==> src/core/port_two_pkg.sv <==
/*
  package for the three-pin port with serial pin sharing: register offsets,
  field positions, reset values and power mode codes.
  assumes a 32-bit avalon-mm slave with byte addresses, one word per register.
*/
package port_two_pkg;

  // register byte offsets (one aligned word each)
  localparam logic [3:0] data_off      = 4'h0;
  localparam logic [3:0] direction_off = 4'h4;
  localparam logic [3:0] pin_mode_off  = 4'h8;
  localparam logic [3:0] serial_off    = 4'hC;

  // widths
  localparam int pin_count = 3;
  localparam int reg_width = 8;

  // reset values
  localparam logic [7:0] data_reset      = 8'h00;
  localparam logic [7:0] direction_reset = 8'h00;
  localparam logic [7:0] direction_read  = 8'hFF;
  localparam logic [7:0] pin_mode_reset  = 8'hF8;
  localparam logic [7:0] pin_mode_rsvd   = 8'hF8;
  localparam logic [7:0] serial_reset    = 8'h00;

  // field positions
  localparam int tx_pin_select_bit   = 2;
  localparam int rx_enable_pos       = 4;
  localparam int clk_src_hi_pos      = 1;
  localparam int clk_src_lo_pos      = 0;
  localparam int sync_mode_pos       = 2;

  // pin numbers
  localparam int tx_pin  = 2;
  localparam int rx_pin  = 1;
  localparam int clk_pin = 0;

  // power modes
  localparam logic [2:0] mode_active    = 3'h0;
  localparam logic [2:0] mode_subactive = 3'h1;
  localparam logic [2:0] mode_sleep     = 3'h2;
  localparam logic [2:0] mode_subsleep  = 3'h3;
  localparam logic [2:0] mode_watch     = 3'h4;
  localparam logic [2:0] mode_standby   = 3'h5;

endpackage

==> src/core/pin_sync.sv <==
/*
  two-flop synchroniser for a bus of pin inputs.
  assumes the pins are asynchronous to clk.
*/
`timescale 1ns/1ps
`default_nettype none
module pin_sync #(
  parameter int width = 3
) (
  // clock and reset
  input  wire logic             clk,
  input  wire logic             rst_b,
  // levels
  input  wire logic [width-1:0] async_in,
  output logic      [width-1:0] sync_out
);

  logic [width-1:0] meta_q;

  // first flop feeds only the second one
  always_ff @(posedge clk or negedge rst_b) begin
    if (!rst_b) begin
      meta_q   <= '0;
      sync_out <= '0;
    end else begin
      meta_q   <= async_in;
      sync_out <= meta_q;
    end
  end

endmodule
`default_nettype wire

==> src/core/pin_hold.sv <==
/*
  per-pin output driver with hold and float behaviour across power modes.
  assumes mode codes from port_two_pkg and drives enables active low.
*/
`timescale 1ns/1ps
`default_nettype none
module pin_hold #(
  parameter int width = 3
) (
  // clock and reset
  input  wire logic             clk,
  input  wire logic             rst_b,
  // power mode
  input  wire logic [2:0]       power_mode,
  // functional drive, active high enable
  input  wire logic [width-1:0] func_out,
  input  wire logic [width-1:0] func_drive,
  // pin side, enable active low
  output logic      [width-1:0] pin_out,
  output logic      [width-1:0] pin_oe_b
);

  logic hold, float_pins;

  // sleep-like modes freeze, standby floats
  assign hold       = (power_mode == port_two_pkg::mode_sleep) ||
                      (power_mode == port_two_pkg::mode_subsleep) ||
                      (power_mode == port_two_pkg::mode_watch);
  assign float_pins = (power_mode == port_two_pkg::mode_standby);

  // reset floats every pin
  always_ff @(posedge clk or negedge rst_b) begin
    if (!rst_b) begin
      pin_out  <= '0;
      pin_oe_b <= '1;
    end else if (float_pins) begin
      pin_oe_b <= '1;
    end else if (!hold) begin
      pin_out  <= func_out;
      pin_oe_b <= ~func_drive;
    end
  end

endmodule
`default_nettype wire

==> src/core/port_two.sv <==
/*
  three-pin general purpose port with pins shared by the serial unit.
  holds the data, direction, pin mode and serial selection registers.
  assumes an avalon-mm master on clk, asynchronous pins, and a serial unit
  on the same clock that supplies its own drive and takes pin levels.
*/
// Our own choices: the placing of the registers and the Avalon-MM interface to the registers.
`timescale 1ns/1ps
`default_nettype none
// Notes on behaviour
// - data register bits 2..0 drive pins
// - data bits 7..3 read zero, ignore writes
// - output pin reads latched data
// - input pin reads sampled pin level
// - data register resets to zero
// - direction one is output, zero input
// - port registers act only in gpio use
// - direction register reads all ones
// - direction register resets to zero
// - tx select makes pin 2 transmit
// - clock bits and sync mode pick pin 0 clock role
// - float in reset, standby; hold sleeping
module port_two (
  // clock and reset
  input  wire logic        clk,
  input  wire logic        rst_b,
  // avalon-mm slave
  input  wire logic [3:0]  address,
  input  wire logic        read,
  input  wire logic        write,
  input  wire logic [31:0] writedata,
  input  wire logic [3:0]  byteenable,
  output logic      [31:0] readdata,
  output logic             waitrequest,
  // power mode
  input  wire logic [2:0]  power_mode,
  // serial unit
  input  wire logic        serial_tx_out,
  input  wire logic        serial_clk_out,
  output logic             serial_rx_in,
  output logic             serial_clk_in,
  // pins
  input  wire logic [2:0]  pin_in,
  output logic      [2:0]  pin_out,
  output logic      [2:0]  pin_oe_b
);

  logic [2:0]  data_q;
  logic [2:0]  direction_q;
  logic        tx_select_q;
  logic [2:0]  serial_ctl_q;
  logic        sync_mode_q;
  logic [2:0]  pin_level;
  logic        ack_q;
  logic        wr_en;
  logic [31:0] rd_d;
  logic        clk_in_role;
  logic        clk_out_role;
  logic [2:0]  serial_owned;
  logic [2:0]  func_out;
  logic [2:0]  func_drive;
  logic [2:0]  port_read;

  // pins pass two flops before anything looks at them
  pin_sync #(
    .width (3)
  ) u_sync (
    .clk      (clk),
    .rst_b    (rst_b),
    .async_in (pin_in),
    .sync_out (pin_level)
  );

  // one wait cycle per access, answer on the second edge;
  // a write lands only at the edge that sees waitrequest low
  assign waitrequest = (read || write) && !ack_q;
  assign wr_en       = write && ack_q && byteenable[0];

  always_ff @(posedge clk or negedge rst_b) begin
    if (!rst_b) begin
      ack_q <= 1'b0;
    end else begin
      ack_q <= (read || write) && !ack_q;
    end
  end

  // data register keeps only the three pin bits
  always_ff @(posedge clk or negedge rst_b) begin
    if (!rst_b) begin
      data_q <= port_two_pkg::data_reset[2:0];
    end else if (wr_en && address == port_two_pkg::data_off) begin
      data_q <= writedata[2:0];
    end
  end

  // direction register, write only
  always_ff @(posedge clk or negedge rst_b) begin
    if (!rst_b) begin
      direction_q <= port_two_pkg::direction_reset[2:0];
    end else if (wr_en && address == port_two_pkg::direction_off) begin
      direction_q <= writedata[2:0];
    end
  end

  // pin mode register: transmit pin select
  always_ff @(posedge clk or negedge rst_b) begin
    if (!rst_b) begin
      tx_select_q <= port_two_pkg::pin_mode_reset[port_two_pkg::tx_pin_select_bit];
    end else if (wr_en && address == port_two_pkg::pin_mode_off) begin
      tx_select_q <= writedata[port_two_pkg::tx_pin_select_bit];
    end
  end

  // serial selection: rx enable, clock source hi/lo, sync mode
  always_ff @(posedge clk or negedge rst_b) begin
    if (!rst_b) begin
      serial_ctl_q <= 3'h0;
      sync_mode_q  <= port_two_pkg::serial_reset[port_two_pkg::sync_mode_pos];
    end else if (wr_en && address == port_two_pkg::serial_off) begin
      serial_ctl_q <= {writedata[port_two_pkg::rx_enable_pos],
                       writedata[port_two_pkg::clk_src_hi_pos],
                       writedata[port_two_pkg::clk_src_lo_pos]};
      sync_mode_q  <= writedata[port_two_pkg::sync_mode_pos];
    end
  end

  // pin 0 role: hi bit wins and makes it a clock input
  assign clk_in_role  = serial_ctl_q[1];
  assign clk_out_role = !serial_ctl_q[1] && (serial_ctl_q[0] || sync_mode_q);

  // ownership of each pin
  assign serial_owned = {tx_select_q, serial_ctl_q[2], clk_in_role || clk_out_role};

  // per-pin function mux
  always_comb begin
    func_out   = data_q;
    func_drive = direction_q;
    if (tx_select_q) begin
      func_out[port_two_pkg::tx_pin]   = serial_tx_out;
      func_drive[port_two_pkg::tx_pin] = 1'b1;
    end
    if (serial_ctl_q[2]) begin
      func_drive[port_two_pkg::rx_pin] = 1'b0;
    end
    if (clk_in_role) begin
      func_drive[port_two_pkg::clk_pin] = 1'b0;
    end else if (clk_out_role) begin
      func_out[port_two_pkg::clk_pin]   = serial_clk_out;
      func_drive[port_two_pkg::clk_pin] = 1'b1;
    end
  end

  // inputs routed to the serial unit
  assign serial_rx_in  = pin_level[port_two_pkg::rx_pin];
  assign serial_clk_in = pin_level[port_two_pkg::clk_pin];

  pin_hold #(
    .width (3)
  ) u_hold (
    .clk        (clk),
    .rst_b      (rst_b),
    .power_mode (power_mode),
    .func_out   (func_out),
    .func_drive (func_drive),
    .pin_out    (pin_out),
    .pin_oe_b   (pin_oe_b)
  );

  // read value per pin: latch when output and not serial owned, level otherwise
  genvar gi;
  generate
    for (gi = 0; gi < 3; gi++) begin : g_read
      assign port_read[gi] = (direction_q[gi] && !serial_owned[gi]) ? data_q[gi]
                                                                    : pin_level[gi];
    end
  endgenerate

  // read mux; unmapped offsets read zero
  always_comb begin
    rd_d = 32'h0000_0000;
    unique case (address)
      port_two_pkg::data_off:      rd_d = {29'h0, port_read};
      port_two_pkg::direction_off: rd_d = {24'h0, port_two_pkg::direction_read};
      port_two_pkg::pin_mode_off:  rd_d = {24'h0, port_two_pkg::pin_mode_rsvd | {5'h0, tx_select_q, 2'h0}};
      port_two_pkg::serial_off:    rd_d = {27'h0, serial_ctl_q[2], 1'b0, sync_mode_q,
                                           serial_ctl_q[1], serial_ctl_q[0]};
      default:                     rd_d = 32'h0000_0000;
    endcase
  end

  // read data registered at the first (wait) edge of a read, ahead of the answering edge
  always_ff @(posedge clk or negedge rst_b) begin
    if (!rst_b) begin
      readdata <= 32'h0000_0000;
    end else if (read && !ack_q) begin
      readdata <= rd_d;
    end
  end

endmodule
`default_nettype wire

==> config.mk <==
export PLATFORM = sky130hd
export DESIGN_NAME = port_two
export DESIGN_NICKNAME = d
export VERILOG_FILES = /design/src/core/port_two_pkg.sv /design/src/core/pin_sync.sv /design/src/core/pin_hold.sv /design/src/core/port_two.sv
export SDC_FILE = /design/constraint.sdc
export NUM_CORES = 1
export LEC_CHECK = 0
export BUFFER_PORTS_ARGS = -buffer_cell sky130_fd_sc_hd__buf_2
export CAP_MARGIN = 20
export CORE_UTILIZATION = 47
export CTS_BUF_LIST = sky130_fd_sc_hd__clkbuf_4
export DETAILED_ROUTE_END_ITERATION = 8
export PLACE_DENSITY = 0.87
export SETUP_SLACK_MARGIN = 0.5
export SYNTH_ARGS = -nofsm -noshare
export SYNTH_HDL_FRONTEND = slang
export SYNTH_SLANG_ARGS = --single-unit
==> constraint.sdc <==
create_clock -name clk -period 2.2 [get_ports clk]
set_clock_uncertainty 0.05 [all_clocks]
set_input_delay 0.22 -clock clk [delete_from_list [all_inputs] [get_ports clk]]
set_output_delay 0.22 -clock clk [all_outputs]
set_load 0.1 [all_outputs]
# Word level (Yosys, flattened, before mapping)
# Index checks and enable logic that the tools add are counted.
# op_classes
addsub	0
mul	0
n_div	0
order_cmp	0
n_eq_ne	8
n_shift	0
n_mux	13
bitwise_logic	3
n_reduce_logical	24
# ops
op	n
$pmux 8 s4	1
$logic_and 1x1->1	12
$mux 1	10
$eq 4x4->1 const B	2
$eq 3x2->1 const B	2
$eq 3x3->1 const B	2
$mux 3	2
$logic_not 1->1	5
$logic_or 1x1->1	5
$eq 4x3->1 const B	1
$logic_not 4->1	1
$not 3->3	1
$ne 2x2->1 const B	1
$not 1->1	2
$reduce_and 2->1	1
# word_totals
regBits	56
latch_bits	0
ramBits	0
rom_bits	0
output_inout_bits	41
n_memories	0

# Depth between registers and ports, before layout
# Gate-level depths: netlist of the first run.
# depth
word_depth	7
mapped_depth	5
ltp_nobuf	4

# Cells and area by module
# A second synthesis of the first run with hierarchy kept.
# hier_totals
cells_unflattened	137
hier_area_um2	1565.3
# modules_own_cells
module	instances	cells_per_inst	area_each_um2
port_two	1	106	1073.5
pin_hold	1	25	341.6
pin_sync	1	6	150.1

# Worst setup path before layout of the first run
# No wires, ideal clock.
# synth_path
path_type	register to register
start	reg ack_q
end	reg ack_q
setup_ps	267
arrival_ps	1676
slack_ps	208
stages_incl_launch_ff	2
n_path_buf	0
path_cell_list	dfrtp_1 > nor2_1
# synth_between
elab_chain_cells	2
# synth_lines
item	line	rtl
from (decl)	port_two.sv:54	logic ack_q;
from (signal assigned)	port_two.sv:83	ack_q <= (read || write) && !ack_q;
$logic_not 1->1	-	
$logic_and 1x1->1	-	
named net waitrequest	port_two.sv:34	output logic waitrequest,
# The timed path passes the listed nets, and every way through them passes these cells.
# A chain may end at the register's enable or synchronous reset.

# Final worst setup path of the first run
# layout_path
start	reg ack_q
end	out waitrequest
# layout_between
elab_chain_cells	2
# layout_lines
item	line	rtl
$logic_not 1->1	port_two.sv:76	assign waitrequest = (read || write) && !ack_q;
$logic_and 1x1->1	port_two.sv:76	
to (decl)	port_two.sv:34	
# No other way between the ends.

==> flow_summary.yaml, run 1 <==
timing:
  hold_viol_final: 0
  max_freq_mhz: 635
  slew_viol_final: 0
  slew_headroom_pct: 57.9
  rsz0062_at_grt: "false"
  tns_ps: 0
  min_period_ps: 1570
  tightest_slew_ps: 631
  fin_hold_ws_ps: 73.2
  finalSetupViolations: 0
  fin_crit_sh_pct: 71.6
logic_synthesis:
  yosysMostFrequentCell: "buf_4"
  netlist_area_mm2: 0.00148
  synth_warnings: 0
  ys_types: 31
  postSynth.asyncResetShare_pct: 100
  synth_top_flop_cell: "dfrtp_1"
  synth_edf_count: 0
  yosys.area.top_type: "dfrtp_1"
  yosys.area.top_type_share_pct: 43.9
  ys_seq_elements: 29
  syn_inst: 130
  synth_area_per_cell_um2: 11.4
  synth_area_leaders: "dfrtp_1 (44%), buf_4 (14%), mux2_1 (6.1%)"
  synth_common_cells: "buf_4 (28), dfrtp_1 (26), nor2_1 (9)"
  ys_seq_area_share_pct: 49.2
critical_path:
  end_kind: "output pin"
  cp_top_family: "buffers and inverters"
  rrSetupSlack_ps: 710
  arrival_ps: 1300
  slowest_stage: "buf_2"
  reg2reg_to: "readdata[0]"
  slowest_delay_ps: 430
  crit_chain: "nor2_2, buf_2"
  crit_fanout: 4
  worstReg2RegStart: "sync_mode_q"
  crit_type: "reg2out"
  worstRegToRegCells: 4
  cp-start-kind: "flop"
  required_ps: 1930
  cp_num_buf_inv: 1
global_routing:
  grt_pass1_vias: 935
  grt_pass1_wl_um: 4200
  gr-total-overflow: 0
  grt_max_degree: 30
  antenna_found_initial: 0
  grt_usage_pct: 17.3
routing:
  wire_per_inst_um: 11.5
  viasPerCell: 4.68
  firstDrtPassIters: 4
  top_layer: "met4"
  drc: 0
  met3_length_um: 161
  routed_wl_um: 2480
  wl_met2_um: 1140
  m1WireLength_um: 1130
  num_vias: 1010
  drt_first_iter_violations: 27
  ant_nets: 0
floorplan:
  core_mm2: 0.00303
  die_y_um: 58.1
  die_area_mm2: 0.00338
  row_count: 20
  pin_count: 93
  dieWidth_um: 58.1
  initial_core_util_pct: 48.9
clock_network:
  clk_latency_ps: 330
  cts_num_sinks: 29
  clockBufferDepth: 2
  path_clk_slew_ps: 90
  cts_setup_buffers: 0
  cts_buffers: 5
  cts_tree: "built"
  root_buffer: "clkbuf_4"
  h-tree-depth: 2
hold_path:
  worstHoldPathCells: 2
  min_to: "serial_ctl_q[2]"
  hp-class: "in2reg"
  min_from: "writedata[4]"
finish:
  fillCellCount: 273
  antenna_cells: 0
  area_delta_synth_final_pct: 13.9
  fin_nets: 223
  layout-drive-gt1-share_pct: 35.5
  fin_util_pct: 55.7
  fin_area_mm2: 0.00169
outcome:
  status: "completed"
power_and_ir_drop:
  p_per_area_mw_per_mm2: 983
  power.leakage_nw: 0.855
  p_total_mw: 1.66
  vdd_drop_max_v: 0.000489
placed_design:
  portBuffers: 37
  place_area_mm2: 0.00159
  dp_hpwl_um: 1890
  gp_congestion: 0.740
run:
  cap_viol_max_count: 0
cell families (layout without fill, tap and decap cells):
group           count (synthesis)  after routing  share of synthesized area (%)
xor+xnor                        2              2                           1.69
flops                          29             29                           49.2
mux                            19             19                           13.9
compound gates                 16             16                           7.43
simple gates                   33             33                           12.7
buf+inv                        30             49                           14.8
other cells                     1             24                          0.253
state kept, by name (all words and copies together) (netlist names):
name / count
sync_mode_q: 1
u_sync.sync_out: 3
u_sync.meta_q: 3
u_hold.pin_out: 3
direction_q: 3
data_q: 3
ack_q: 1
tx_select_q: 1
u_hold.pin_oe_b: 3
serial_ctl_q: 3
readdata: 5
repair_timing:
| action | 4_1_cts | 5_1_grt |
|---|---|---|
| hold buffers | 4 | 0 |
| hold endpoints to repair | 29 | 0 |
| gates resized for setup | 0 | 0 |
cells in the final DEF, fill, tap and decap left out, drive strengths merged:
| cell type | instances |
|---|---|
| buf | 37 |
| dfrtp | 26 |
| conb | 24 |
| mux2 | 13 |
| nor2 | 12 |
| clkbuf | 7 |
| nand2 | 7 |
| mux2i | 6 |
| nand2b | 4 |
| dlygate4sd3 | 4 |
| o21ai | 4 |
| o22a | 3 |
| o31ai | 3 |
| o22ai | 3 |
| dfstp | 3 |
| nor3 | 3 |
| a22o | 2 |
| nor2b | 2 |
| xor2 | 2 |
| nand3 | 1 |
| nor3b | 1 |
| nand4 | 1 |
| a21oi | 1 |
| nor4b | 1 |
| nor4 | 1 |
| clkinv | 1 |
final cells by class:
| type | count | area [um^2] | share of cell area [%] |
|---|---|---|---|
| clock buffers | 7 | 52.6 | 3.11 |
| clock inverters | 1 | 3.75 | 0.222 |
| multi-input cells | 94 | 622 | 36.8 |
| flip-flops and latches | 29 | 729 | 43.2 |
| well taps | 44 | 55.1 | 3.26 |
| repair buffers | 41 | 225 | 13.3 |
worst max-delay path by stage:
stage                 from          end  slack (ps)  cells past startpoint
2_1_floorplan  readdata[6]  readdata[5]         560                      1
3_3_place_gp   sync_mode_q  readdata[0]         700                      4
3_5_place_dp   sync_mode_q  readdata[0]         700                      4
4_1_cts              ack_q  waitrequest         610                      2
5_1_grt              ack_q  waitrequest         570                      2
6_report             ack_q  waitrequest         630                      2
routing by layer:
layer	GRT usage [%]	vias to the layer above
li1	-	482
met1	20.9	467
met2	27.8	53
met3	6.03	8
met4	8.16	0
met5	0	-
per-stage QoR:
| stage | std cells | setup WS (ps) |
|---|---|---|
| 2_1_floorplan | 153 | 557 |
| 3_3_place_gp | 204 | 696 |
| 3_5_place_dp | 204 | 697 |
| 4_1_cts | 216 | 605 |
| 5_1_grt | 216 | 566 |
| 6_report | 216 | 625 |
power breakdown:
| part | switching [mW] | total, mW | internal [mW] |
|---|---|---|---|
| combinational | 0.570 | 0.683 | 0.113 |
| clock | 0.176 | 0.324 | 0.147 |
| sequential | 0.0479 | 0.652 | 0.605 |
(Power assumes the default switching activity.)
==> inputs of run 2 (changes only) <==
--- a/config.mk
+++ b/config.mk
@@ -7,10 +7,10 @@
 export LEC_CHECK = 0
 export BUFFER_PORTS_ARGS = -buffer_cell sky130_fd_sc_hd__buf_2
 export CAP_MARGIN = 20
-export CORE_UTILIZATION = 47
+export CORE_UTILIZATION = 40
 export CTS_BUF_LIST = sky130_fd_sc_hd__clkbuf_4
 export DETAILED_ROUTE_END_ITERATION = 8
-export PLACE_DENSITY = 0.87
+export PLACE_DENSITY = 0.79
 export SETUP_SLACK_MARGIN = 0.5
 export SYNTH_ARGS = -nofsm -noshare
 export SYNTH_HDL_FRONTEND = slang
==> constraint.sdc (replaced) <==
create_clock -name clk -period 1.3 [get_ports clk]
set_clock_uncertainty 0.05 [all_clocks]
set_input_delay 0.13 -clock clk [delete_from_list [all_inputs] [get_ports clk]]
set_output_delay 0.13 -clock clk [all_outputs]
set_load 0.1 [all_outputs]
==> flow_summary.yaml, run 2 (synthesis results as in run 1) <==
floorplan:
  die_y_um: 62.9
  pin_count: 93
  initial_core_util_pct: 43.0
  row_count: 21
  dieWidth_um: 62.9
  die_area_mm2: 0.00395
  core_mm2: 0.00344
run:
  cap_viol_max_count: 0
routing:
  top_layer: "met4"
  num_vias: 1160
  wire_per_inst_um: 16.5
  met3_length_um: 201
  firstDrtPassIters: 4
  ant_nets: 0
  viasPerCell: 4.87
  wl_met2_um: 2190
  drt_first_iter_violations: 52
  drc: 0
  m1WireLength_um: 1370
  routed_wl_um: 3930
placed_design:
  dp_hpwl_um: 2430
  dp_slack_ps: -156
  gp_congestion: 0.819
  place_area_mm2: 0.00207
  portBuffers: 37
  numPlacedInstances: 219
clock_network:
  cts_num_sinks: 29
  root_buffer: "clkbuf_4"
  hold_buffers: 5
  clk_latency_ps: 320
  cts_tree: "built"
  cts_buffers: 5
  h-tree-depth: 2
  clockBufferDepth: 2
  path_clk_slew_ps: 90
power_and_ir_drop:
  p_per_area_mw_per_mm2: 1460
  p_int_mw: 1.90
  switching_power_mw: 1.53
  vdd_drop_max_v: 0.000610
  p_seq_share_pct: 34.6
  clkPwrFrac_pct: 16.1
  p_total_mw: 3.43
  swShare_pct: 44.7
  combPwrFrac_pct: 49.3
  power.leakage_nw: 1.07
finish:
  fin_nets: 243
  multiInputGateArea_um2: 793
  regArea_um2: 778
  fin_area_mm2: 0.00235
  layout-drive-gt1-share_pct: 58.9
  largest_reg_flops: 5
  fin_util_pct: 68.4
  instances_no_fill: 238
  antenna_cells: 0
  top_register: "readdata"
  fillCellCount: 220
  area_delta_synth_final_pct: 58.9
  final_cell_mix: "conb_1 (24), buf_2 (20), buf_12 (18), dfrtp_1 (16), buf_4 (12)"
  layout_commonest_cell: "conb_1"
outcome:
  status: "finished, violations left"
  failed_checks: "hold timing, setup timing"
critical_path:
  critPathCapture: "readdata[0]"
  worstRegToRegCells: 4
  rrSetupSlack_ps: -180
  end_kind: "flop"
  reg2reg_to: "readdata[0]"
  crit_fanout: 2
  crit_start: "sync_mode_q"
  worstReg2RegStart: "sync_mode_q"
  required_ps: 1470
  arrival_ps: 1650
  cp-start-kind: "flop"
  crit_type: "reg2reg"
global_routing:
  grt_max_degree: 30
  grt_usage_pct: 21.2
  grt_pass1_vias: 1215
  gr-total-overflow: 0
  grt_pass1_wl_um: 6060
  antenna_found_initial: 0
timing:
  fin_hold_ws_ps: -14.9
  max_freq_mhz: 674
  hold_viol_final: 1
  fin_crit_sh_pct: 114
  min_period_ps: 1480
  slew_viol_final: 0
  rsz0062_at_grt: "true"
  fin_ws_ps: -183
  finalSetupViolations: 12
  tns_ps: -658
hold_path:
  hp-class: "in2reg"
## run 2: cell types whose count changed in the layout (fill, tap and decap cells not counted), moves of 10 or more
cell and change:
buf_12 +18, buf_2 -17, buf_4 +12, dfrtp_1 -10
dfrtp_4 +10, mux2_4 +10
## run 2: final cells by class
cell class	count	area share (%)
multi-input combinational	94	33.7
sequential	29	33.1
timing repair buffer	61	28.4
tap	46	2.45
clock buffer	7	2.23
clock inverter	1	0.159
## run 2: what timing repair did
item | CTS | global route
pin swaps | 7 | 6
resized for setup | 20 | 8
setup endpoints to repair | 39 | 40
hold endpoints to repair | 34 | 1
buffers inserted | 4 | 2
## run 2: how the worst min path moves through the flow
stage,start,endpoint,slack [ps],cells past startpoint
2_1_floorplan,rst_b,ack_q,-220,0
6_report,writedata[4],serial_ctl_q[2],-10,2
4_1_cts,writedata[4],serial_ctl_q[2],-20,2
5_1_grt,writedata[4],serial_ctl_q[2],-30,2
3_5_place_dp,rst_b,direction_q[2],40,2
3_3_place_gp,rst_b,direction_q[2],40,2
## run 2: power groups by stage
stage	Clock (mW)	Sequential [mW]	Combinational, mW
floorplan	0	1.56	0.731
global placement	0	1.18	1.48
detailed placement	0	1.19	1.50
CTS	0.552	1.17	1.62
global route	0.610	1.20	1.73
finish	0.551	1.19	1.69
## run 2: worst max-delay path, cell delays in order, from the launching register on
cell and delay, ps:
dfrtp_1 410, nor4b_4 300, mux2i_1 250, o22ai_1 100, mux2_2 270
## run 2: layer usage
| layer | track usage (%) | vias up |
|---|---|---|
| li1 | - | 522 |
| met3 | 3.83 | 19 |
| met5 | 0 | - |
| met1 | 22.0 | 557 |
| met2 | 38.0 | 62 |
| met4 | 15.7 | 0 |
